File: src/hdl/crs_pkg.sv
/*
  Constants shared by the chip reset and clock sequencing block: cycle
  counts, pin group layout, reset values and the slow clock settings.
  Assumes a single 250 MHz clock and that the internal clock period T is
  two cycles of that clock.
*/
// How it works
// - power-up clears the test-port controller automatically
// - reset with irq zero floats all pins except test data out
// - reset alone holds strobes high, clock runs
// - output clock period equals internal clock period
// - slow select runs output from slow clock
package crs_pkg;

   // -----------------------------------------------------------------
   // Clock and timing.
   // -----------------------------------------------------------------

   // Period of clock_i in nanoseconds.
   localparam int CLK_PERIOD_NS = 4;
   // Clock_i cycles in one internal clock period T.
   localparam int INT_DIV = 2;
   // Least chip reset pulse, in internal clock periods.
   localparam int RESET_MIN_T = 6;
   // Least chip reset pulse in clock_i cycles.
   localparam int RESET_MIN_CYC = RESET_MIN_T * INT_DIV;
   // Clock cycles the source gives while power-up reset is held.
   localparam int POWER_MIN_CYC = 6;
   // Slow clock period bounds and the period used, in nanoseconds.
   localparam int SLOW_PERIOD_MIN_NS = 740;
   localparam int SLOW_PERIOD_MAX_NS = 3800;
   localparam int SLOW_PERIOD_NS = 1000;
   // Half period of the slow clock in clock_i cycles, rounded down.
   localparam int SLOW_HALF_CYC = SLOW_PERIOD_NS / (2 * CLK_PERIOD_NS);

   // -----------------------------------------------------------------
   // Counter widths and sized counts.
   // -----------------------------------------------------------------

   localparam int CNT_W = 4;
   localparam int SLOW_W = 8;
   localparam logic [CNT_W-1:0] RESET_MIN_CNT = CNT_W'(RESET_MIN_CYC - 1);
   localparam logic [CNT_W-1:0] POWER_MIN_CNT = CNT_W'(POWER_MIN_CYC - 1);
   localparam logic [CNT_W-1:0] CNT_ZERO = 4'h0;
   localparam logic [CNT_W-1:0] CNT_ONE = 4'h1;
   localparam logic [SLOW_W-1:0] SLOW_HALF_LAST = SLOW_W'(SLOW_HALF_CYC - 1);
   localparam logic [SLOW_W-1:0] SLOW_ZERO = 8'h00;
   localparam logic [SLOW_W-1:0] SLOW_ONE = 8'h01;

   // -----------------------------------------------------------------
   // Pin groups.
   // -----------------------------------------------------------------

   // Strobe bit positions: ROM, RAM high, RAM low, I/O, select, rw.
   localparam int STB_W = 6;
   localparam int STB_ROM = 0;
   localparam int STB_RAMHI = 1;
   localparam int STB_RAMLO = 2;
   localparam int STB_IO = 3;
   localparam int STB_DEVICE_SELECT_OUT = 4;
   localparam int STB_RW = 5;
   localparam logic [STB_W-1:0] STB_IDLE = 6'h3f;
   // Data bus width.
   localparam int DATA_W = 16;
   localparam logic [DATA_W-1:0] DATA_ZERO = 16'h0000;
   // Synchroniser stage count and its cleared value (pin seen low).
   localparam int SYNC_W = 3;
   localparam logic [SYNC_W-1:0] SYNC_LOW = 3'h0;

endpackage

File: src/hdl/crs_clk_if.sv
/*
  Carrier between the sequencer top and its output clock generator.
  Assumes both ends run on clock_i.
*/
`timescale 1ns/10ps
`default_nettype none
interface crs_clk_if;
   logic slow_sel;   // High selects the slow internal clock.
   logic clk_out;    // Generated output clock level.

   // The top steers the choice and reads the clock.
   modport ctl (output slow_sel, input clk_out);
   // The generator obeys the choice and makes the clock.
   modport gen (input slow_sel, output clk_out);
endinterface
`default_nettype wire

File: src/hdl/crs_clkgen.sv
/*
  Output clock generator: toggles every clock_i cycle for the normal
  internal clock, or every SLOW_HALF_CYC cycles for the slow clock.
  Assumes a synchronised active-low reset from the top.
*/
`timescale 1ns/10ps
`default_nettype none
module crs_clkgen (
   input  wire logic  clock_i,   // Block clock.
   input  wire logic  rst_n_i,   // Synchronised reset, active low.
   crs_clk_if.gen     clk_if     // Slow select in, clock out.
);

   // -----------------------------------------------------------------
   // State.
   // -----------------------------------------------------------------

   typedef struct packed {
      logic                       clock_out_pin;   // Clock level.
      logic [crs_pkg::SLOW_W-1:0] cnt;   // Cycles left in half period.
   } crs_gen_s;

   crs_gen_s state_r;     // Registered state.
   crs_gen_s state_nxt;   // Next state.

   // Next state: the switch between rates takes effect on the next cycle,
   // even part way through a slow half period; no half period is shorter than one cycle.
   always_comb begin
      state_nxt = state_r;
      if (clk_if.slow_sel) begin
         if (state_r.cnt == crs_pkg::SLOW_ZERO) begin
            state_nxt.clock_out_pin = ~state_r.clock_out_pin;
            state_nxt.cnt = crs_pkg::SLOW_HALF_LAST;
         end else begin
            state_nxt.cnt = state_r.cnt - crs_pkg::SLOW_ONE;
         end
      end else begin
         state_nxt.clock_out_pin = ~state_r.clock_out_pin;
         state_nxt.cnt = crs_pkg::SLOW_ZERO;
      end
   end

   // Register the state.
   always_ff @(posedge clock_i or negedge rst_n_i) begin
      if (!rst_n_i) begin
         state_r <= '0;
      end else begin
         state_r <= state_nxt;
      end
   end

   assign clk_if.clk_out = state_r.clock_out_pin;

endmodule
`default_nettype wire

File: src/hdl/crs_top.sv
/*
  Chip reset and clock sequencing top. Filters the chip reset and
  interrupt 0 pins, accepts a chip reset only after its least length,
  releases the core from reset on one clock edge, clears the test-port
  controller at power-up, and steers the memory strobes, data bus and
  output clock pads while reset is held.
  Assumes clock_i is the internal reference, nrst_i is the power-on
  reset, and core-side inputs come from logic on clock_i.
*/
`timescale 1ns/10ps
`default_nettype none
module crs_top (
   input  wire logic                       clock_i,             // Clock.
   input  wire logic                       nrst_i,              // Power-on.
   input  wire logic                       chip_reset_low_i,    // Pin.
   input  wire logic                       irq_line_zero_i,     // Pin.
   input  wire logic                       slow_clock_select_i, // Control.
   input  wire logic [crs_pkg::STB_W-1:0]  core_strobes_i,      // Core.
   input  wire logic [crs_pkg::DATA_W-1:0] core_data_i,         // Core.
   input  wire logic                       core_data_oe_i,      // Core.
   input  wire logic [crs_pkg::DATA_W-1:0] pad_data_i,          // Pad in.
   input  wire logic                       tdo_core_i,          // Test.
   input  wire logic                       tdo_oe_core_i,       // Test.
   output logic                            ext_rom_enable_o,
   output logic                            ext_ram_high_enable_o,
   output logic                            ext_ram_low_enable_o,
   output logic                            io_space_enable_o,
   output logic                            device_select_out_o,
   output logic                            read_write_low_o,
   output logic                            strobe_oe_o,
   output logic                            clock_out_pin_o,
   output logic                            clock_out_oe_o,
   output logic [crs_pkg::DATA_W-1:0]      data_o,
   output logic                            data_oe_o,
   output logic [crs_pkg::DATA_W-1:0]      core_data_o,
   output logic                            tdo_o,
   output logic                            tdo_oe_o,
   output logic                            core_reset_o,
   output logic                            test_ctrl_clear_o,
   output logic                            power_clocks_met_o
);

   // -----------------------------------------------------------------
   // Power-on reset release.
   // -----------------------------------------------------------------

   // Two-stage release of nrst_i; assertion is immediate, release
   // waits two edges so every flop leaves reset on the same edge.
   logic [1:0] rst_sync_r;   // Release shift register.
   logic       rst_n;        // Synchronised reset, active low.

   always_ff @(posedge clock_i or negedge nrst_i) begin
      if (!nrst_i) begin
         rst_sync_r <= 2'h0;
      end else begin
         rst_sync_r <= {rst_sync_r[0], 1'b1};
      end
   end

   assign rst_n = rst_sync_r[1];

   // -----------------------------------------------------------------
   // Output clock generator.
   // -----------------------------------------------------------------

   crs_clk_if clk_if ();   // Carrier to the generator.

   // The control is on clock_i already, so it passes unsynchronised.
   assign clk_if.slow_sel = slow_clock_select_i;

   crs_clkgen u_clkgen (
      .clock_i (clock_i),
      .rst_n_i (rst_n),
      .clk_if  (clk_if)
   );

   // -----------------------------------------------------------------
   // State.
   // -----------------------------------------------------------------

   typedef struct packed {
      logic [crs_pkg::SYNC_W-1:0] rst_sync;   // Chip reset stages.
      logic [crs_pkg::SYNC_W-1:0] irq_sync;   // Interrupt 0 stages.
      logic                       rst_lvl;    // Filtered reset pin.
      logic                       irq_lvl;    // Filtered interrupt 0.
      logic [crs_pkg::CNT_W-1:0]  low_cnt;    // Reset low length.
      logic                       core_rst;   // Core held in reset.
      logic [crs_pkg::CNT_W-1:0]  pwr_cnt;    // Clocks seen in reset.
      logic                       pwr_met;    // Enough clocks seen.
      logic                       tclr;       // Test controller clear.
      logic [crs_pkg::STB_W-1:0]  stb;        // Strobe pads.
      logic                       stb_oe;     // Strobe pad enable.
      logic                       clock_out_pin;        // Output clock pad.
      logic                       cko_oe;     // Output clock enable.
      logic [crs_pkg::DATA_W-1:0] dout;       // Data pad out.
      logic                       dout_oe;    // Data pad enable.
      logic [crs_pkg::DATA_W-1:0] din;        // Data to the core.
      logic                       tdo;        // Test data out.
      logic                       tdo_oe;     // Test data out enable.
   } crs_top_s;

   crs_top_s state_r;     // Registered state.
   crs_top_s state_nxt;   // Next state.

   // Helper flags for the current cycle.
   logic chip_rst_held;   // Filtered reset pin is low.
   logic float_all;       // Reset and interrupt 0 both asserted.

   // Filters shared by both pin synchronisers: the filtered level
   // follows only once the second and third stages agree, so a single
   // stray sample never moves it.
   function automatic logic crs_filter(
      input logic [crs_pkg::SYNC_W-1:0] stages,
      input logic                       level
   );
      logic res;
      res = level;
      if (stages[1] == stages[2]) begin
         res = stages[2];
      end
      return res;
   endfunction

   // -----------------------------------------------------------------
   // Next-state logic.
   // -----------------------------------------------------------------

   // One pass computes pin filtering, reset acceptance and pad control.
   always_comb begin
      state_nxt = state_r;
      chip_rst_held = ~state_r.rst_lvl;
      float_all = chip_rst_held & state_r.irq_lvl;

      // Pins pass three stages; the first stage feeds only the second.
      state_nxt.rst_sync = {state_r.rst_sync[1:0], chip_reset_low_i};
      state_nxt.irq_sync = {state_r.irq_sync[1:0], irq_line_zero_i};
      state_nxt.rst_lvl = crs_filter(state_r.rst_sync, state_r.rst_lvl);
      state_nxt.irq_lvl = crs_filter(state_r.irq_sync, state_r.irq_lvl);

      // The clear pulse lasts only until the first edge after release.
      // power-up clear
      state_nxt.tclr = 1'b0;

      // A short low pulse is ignored; the count restarts each time the
      // pin goes high, so glitches cannot add up to a reset.
      // least reset length
      if (chip_rst_held) begin
         if (state_r.low_cnt == crs_pkg::RESET_MIN_CNT) begin
            state_nxt.core_rst = 1'b1;
         end else begin
            state_nxt.low_cnt = state_r.low_cnt + crs_pkg::CNT_ONE;
         end
      end else begin
         state_nxt.low_cnt = crs_pkg::CNT_ZERO;
         // Release happens on one edge for the whole core.
         // single release edge
         state_nxt.core_rst = 1'b0;
      end

      // Reports once the source has clocked the part long enough while
      // holding reset after power-up; the flag then stays set.
      // clocks during reset
      if (chip_rst_held && !state_r.pwr_met) begin
         if (state_r.pwr_cnt == crs_pkg::POWER_MIN_CNT) begin
            state_nxt.pwr_met = 1'b1;
         end else begin
            state_nxt.pwr_cnt = state_r.pwr_cnt + crs_pkg::CNT_ONE;
         end
      end

      // Test data out always follows the test port, even when all
      // other pads float.
      state_nxt.tdo = tdo_core_i;
      state_nxt.tdo_oe = tdo_oe_core_i;
      state_nxt.din = pad_data_i;
      state_nxt.clock_out_pin = clk_if.clk_out;

      // Pad control by reset and interrupt 0 state.
      // float all pads
      if (float_all) begin
         state_nxt.stb = crs_pkg::STB_IDLE;
         state_nxt.stb_oe = 1'b0;
         state_nxt.cko_oe = 1'b0;
         state_nxt.dout = crs_pkg::DATA_ZERO;
         state_nxt.dout_oe = 1'b0;
      end else if (chip_rst_held) begin
         state_nxt.stb = crs_pkg::STB_IDLE;
         state_nxt.stb_oe = 1'b1;
         state_nxt.cko_oe = 1'b1;
         state_nxt.dout = crs_pkg::DATA_ZERO;
         state_nxt.dout_oe = 1'b0;
      // Normal running: the core owns the pads.
      end else begin
         state_nxt.stb = core_strobes_i;
         state_nxt.stb_oe = 1'b1;
         state_nxt.cko_oe = 1'b1;
         state_nxt.dout = core_data_i;
         state_nxt.dout_oe = core_data_oe_i;
      end
   end

   // -----------------------------------------------------------------
   // State register.
   // -----------------------------------------------------------------

   // Reset leaves the core in reset, pads floating and the test
   // controller being cleared until the first edge after release.
   always_ff @(posedge clock_i or negedge rst_n) begin
      if (!rst_n) begin
         state_r          <= '0;
         state_r.rst_sync <= crs_pkg::SYNC_LOW;
         state_r.irq_sync <= crs_pkg::SYNC_LOW;
         state_r.core_rst <= 1'b1;
         state_r.tclr     <= 1'b1;
         state_r.stb      <= crs_pkg::STB_IDLE;
      end else begin
         state_r <= state_nxt;
      end
   end

   // -----------------------------------------------------------------
   // Outputs, all straight from flops.
   // -----------------------------------------------------------------

   assign ext_rom_enable_o      = state_r.stb[crs_pkg::STB_ROM];
   assign ext_ram_high_enable_o = state_r.stb[crs_pkg::STB_RAMHI];
   assign ext_ram_low_enable_o  = state_r.stb[crs_pkg::STB_RAMLO];
   assign io_space_enable_o     = state_r.stb[crs_pkg::STB_IO];
   assign device_select_out_o   = state_r.stb[crs_pkg::STB_DEVICE_SELECT_OUT];
   assign read_write_low_o      = state_r.stb[crs_pkg::STB_RW];
   assign strobe_oe_o           = state_r.stb_oe;
   assign clock_out_pin_o       = state_r.clock_out_pin;
   assign clock_out_oe_o        = state_r.cko_oe;
   assign data_o                = state_r.dout;
   assign data_oe_o             = state_r.dout_oe;
   assign core_data_o           = state_r.din;
   assign tdo_o                 = state_r.tdo;
   assign tdo_oe_o              = state_r.tdo_oe;
   assign core_reset_o          = state_r.core_rst;
   assign test_ctrl_clear_o     = state_r.tclr;
   assign power_clocks_met_o    = state_r.pwr_met;

endmodule
`default_nettype wire

File: config.mk
export PLATFORM = sky130hd
export DESIGN_NAME = crs_top
export DESIGN_NICKNAME = d
export VERILOG_FILES = /design/src/hdl/crs_pkg.sv /design/src/hdl/crs_clk_if.sv /design/src/hdl/crs_clkgen.sv /design/src/hdl/crs_top.sv
export SDC_FILE = /design/constraint.sdc
export NUM_CORES = 1
export LEC_CHECK = 0
export BUFFER_PORTS_ARGS = -buffer_cell sky130_fd_sc_hd__buf_2
export CAP_MARGIN = 20
export CORE_MARGIN = 8
export CORE_UTILIZATION = 30
export DETAILED_ROUTE_END_ITERATION = 7
export PLACE_DENSITY = 0.55
export SLEW_MARGIN = 20
export SYNTH_ARGS = -nofsm -noshare
export SYNTH_HDL_FRONTEND = slang
export SYNTH_SLANG_ARGS = --single-unit
export TNS_END_PERCENT = 5
File: constraint.sdc
create_clock -name clock_i -period 2.2 [get_ports clock_i]
set_input_delay 0.11 -clock clock_i [delete_from_list [all_inputs] [get_ports clock_i]]
set_output_delay 0.11 -clock clock_i [all_outputs]
set_load 0.03 [all_outputs]
==> results.md <==
- Crit-path cells: inv_1 -> ha_1 -> nor4b_4 -> a21bo_1 -> xor2_1
- Syn nets: 254
- DP Wirelength: about 3.9 mm
- Cell variety after synth: 36
- Min-Delay Path Class: in -> reg
- Chip Width: 111.5 um
- Pwr Total: 3.665 mW
- Status: finished clean
- Root Driver: clkbuf_8
- CP max stage cell: dfrtp_1
- Top FF cell, synth: dfrtp_1
- Peak VDD IR: 377.4 uV
- Async SR Flop Fraction: 1.000
- Setup_tns: 0 ns
- Clock Sinks: 73
- Post-synth EDFFs: 0
- CP Class: reg -> reg
- DR iter-0 viols: 36
- Highest cell delay on the worst timing path: 0.42 ns
- RSZ-0062 raised after global routing: false
- Rows: 35
- Post-layout minimum cycle time: 1.405 ns
- Critical path endpoint category: register
- FMAX: 0.7116 GHz
- Max-slew violation count: 0
- Crit path DAT: 1.67 ns
- Final ANT Viol Nets: 0
- # diodes: 0
- Multi-input logic area: 610.6 sq um
- DR vias/cell: 4.016
- Die height: between 100 and 150 um
- Initial antenna violation count: 0
- Vias in the first global route: approximately 1900
- Resize count post-CTS: 0
- First-pass GRT wire length: approximately 9.4 mm
- Die ar.: 0.01243 sq mm
- Met2 WL: 2.655 mm
- Filler cells: 844
- Worst-path clk slew: 0.08 ns
- CTS tree: built
- Ports: 93
- Largest net degree at the start of global routing: 42
- Worst Path Required: 2.47 ns
- Seq/Total Area, Yosys: 0.6712
- Max cap viols: 0
- Leading area contributor after synthesis: dfrtp_1
- Met3 routed WL: 441 um
- Most common cell in the synthesized netlist: dfrtp_1
- Post-Syn Area per Cell: 13.48 sq um
- Total track usage: 0.09333
- Layout cell share with drive strength beyond 1: 0.3832
- Leak: 1.816 nW
- Final hold viol count: 0
- Top post-synthesis cells by count: dfrtp_1 (65), buf_4 (33), and2_1 (17)
- Synth-to-layout area growth: 37.40%
- WL final: 5.708 mm
- Max Fanout on Critical Path: 5
- M1 WL: 2.504 mm
- H-tree depth: 3
- Grt total ovfl: 0
- Total CTS buffers: 9
- Via count: 1735
- Mapped Cells: 203
- Top Layer Used: met4
- Fin crit share: 0.6387
- DRC violations left: 0
- Synthesized area: 0.002736 sq mm
- Synth top area cells: dfrtp_1 (59%), buf_4 (9.1%), dfstp_2 (7.7%)
- Post-DR wirelength/cell: 13.21 um
- Startpoint types: register
- Port Buf Inserts: 92
- Synthesized flop and latch total: 73
- Skew final: ~0.010 ns
- Setup Viol. Count Final: 0
- Worst-skew pair later-pin latency: ~0.34 ns
- Share of the synthesized area in the top cell type: 0.5944
- DR pass1 iterations: 4
- Pwr Density: 974.9 mW/mm^2
- Register area: 0.001841 sq mm
- Final #Nets: 367
- Clock tree buffer depth: 2
- Core area: around 0.0091 sq mm
- Initial core utilization: 0.3019
- Ys Warns: 0
- GP Congestion: between 0.6 and 0.7
[cell type report]
cell class | instances | area share
Clock buffer | 11 | 0.03494
Clock inverter | 5 | 0.02130
Inverter | 8 | 0.007987
Multi-Input combinational cell | 86 | 0.1624
Sequential cell | 73 | 0.4895
Tap cell | 111 | 0.03694
Timing Repair Buffer | 138 | 0.2469
[registers in the layout, indices dropped and copies added, names as in the netlist, 2 cells and up]
signal,count
core_data_o,16
data_o,16
rst_sync_r,2
state_nxt,4
state_r,12
u_clkgen.state_r,8
[per-layer routing]
layer / vias to the layer above / GRT usage
li1: 840 / -
met1: 822 / 0.1024
met2: 61 / 0.1511
met3: 12 / 0.03950
met4: 0 / 0.04923
met5: - / 0
[kinds of logic (layout without fill, tap and decap cells)]
kind of cell / count (synthesis) / in the layout / share of synthesized area
adder cells (fa/ha/maj): 7 / 7 / 0.03018
buffers and inverters: 44 / 162 / 0.1056
multiplexers: 3 / 3 / 0.01143
XOR/XNOR: 6 / 6 / 0.01920
AO/OA/AOI/OAI: 16 / 16 / 0.04024
other: 2 / 2 / 0.002745
flip-flops: 73 / 73 / 0.6712
AND/OR/NAND/NOR: 52 / 52 / 0.1193
[worst max-delay path, delay by kind of cell (launching register included)]
| family | cells | cell delay (ns) |
|---|---|---|
| XOR/XNOR | 1 | 0.15 |
| buffers and inverters | 1 | 0.09 |
| AND/OR/NAND/NOR | 1 | 0.31 |
| AO/OA/AOI/OAI | 1 | 0.22 |
| flip-flops | 1 | 0.42 |
| adder cells (fa/ha/maj) | 1 | 0.15 |
[per-stage QoR]
| stage | util | instance area (sq um) | setup slack (ns) | hold slack, ns | instances |
|---|---|---|---|---|---|
| after floorplan | - | 2736 | 0.03053 | -0.1856 | 203 |
| after global placement | 0.3429 | 3108 | 0.8402 | -0.1037 | 372 |
| after detailed placement | 0.3429 | 3108 | 0.7705 | -0.1008 | 372 |
| after CTS | 0.4148 | 3760 | 0.7747 | 0.04789 | 432 |
| after global routing | 0.4148 | 3760 | 0.6667 | 0.06302 | 432 |
| final | 0.4148 | 3760 | 0.7948 | 0.07197 | 432 |
[power by group]
group	leakage, nW	switching, mW	internal (mW)
combinational	0.841	0.463	0.383
sequential	0.876	0.169	1.54
clock	0.0995	0.473	0.637
[repair_timing]
item | in CTS | in global routing
buffers inserted | 0 | 0
hold buffers | 44 | 0
endpoints found under the hold margin | 45 | 0
[placed cells by master (no fill, tap or decap), types with 4 or more instances in the layout]
cell           count
dfstp_2            8
nand2b_1           7
and2_1            17
ha_1               5
a21oi_1            4
clkbuf_8           9
buf_2             92
dlygate4sd3_1     44
dfrtp_1           64
nor2_1            10
inv_1              8
xnor2_1            4
[path summary, 6_finish.rpt]
check | from | endpoint | slack (ns) | cells after the start
max | u_clkgen.state_r[0]$_DFF_PN0_ | u_clkgen.clk_if.clk_out$_DFFE_PN0P_ | 0.79 | 5
min reg2reg | rst_sync_r[1]$_DFF_PN0_ | state_r[54]$_DFFE_PN0P_ | 0.27 | 0
max in group asynchronous | rst_sync_r[1]$_DFF_PN0_ | device_select_out_o$_DFF_PN1_ | 1.31 | 1
min in group asynchronous | nrst_i | rst_sync_r[1]$_DFF_PN0_ | 0.09 | 2
min | slow_clock_select_i | u_clkgen.state_r[6]$_DFF_PN0_ | 0.07 | 3
max reg2reg | u_clkgen.state_r[0]$_DFF_PN0_ | u_clkgen.clk_if.clk_out$_DFFE_PN0P_ | 0.79 | 5
(Power assumes the default switching activity.)
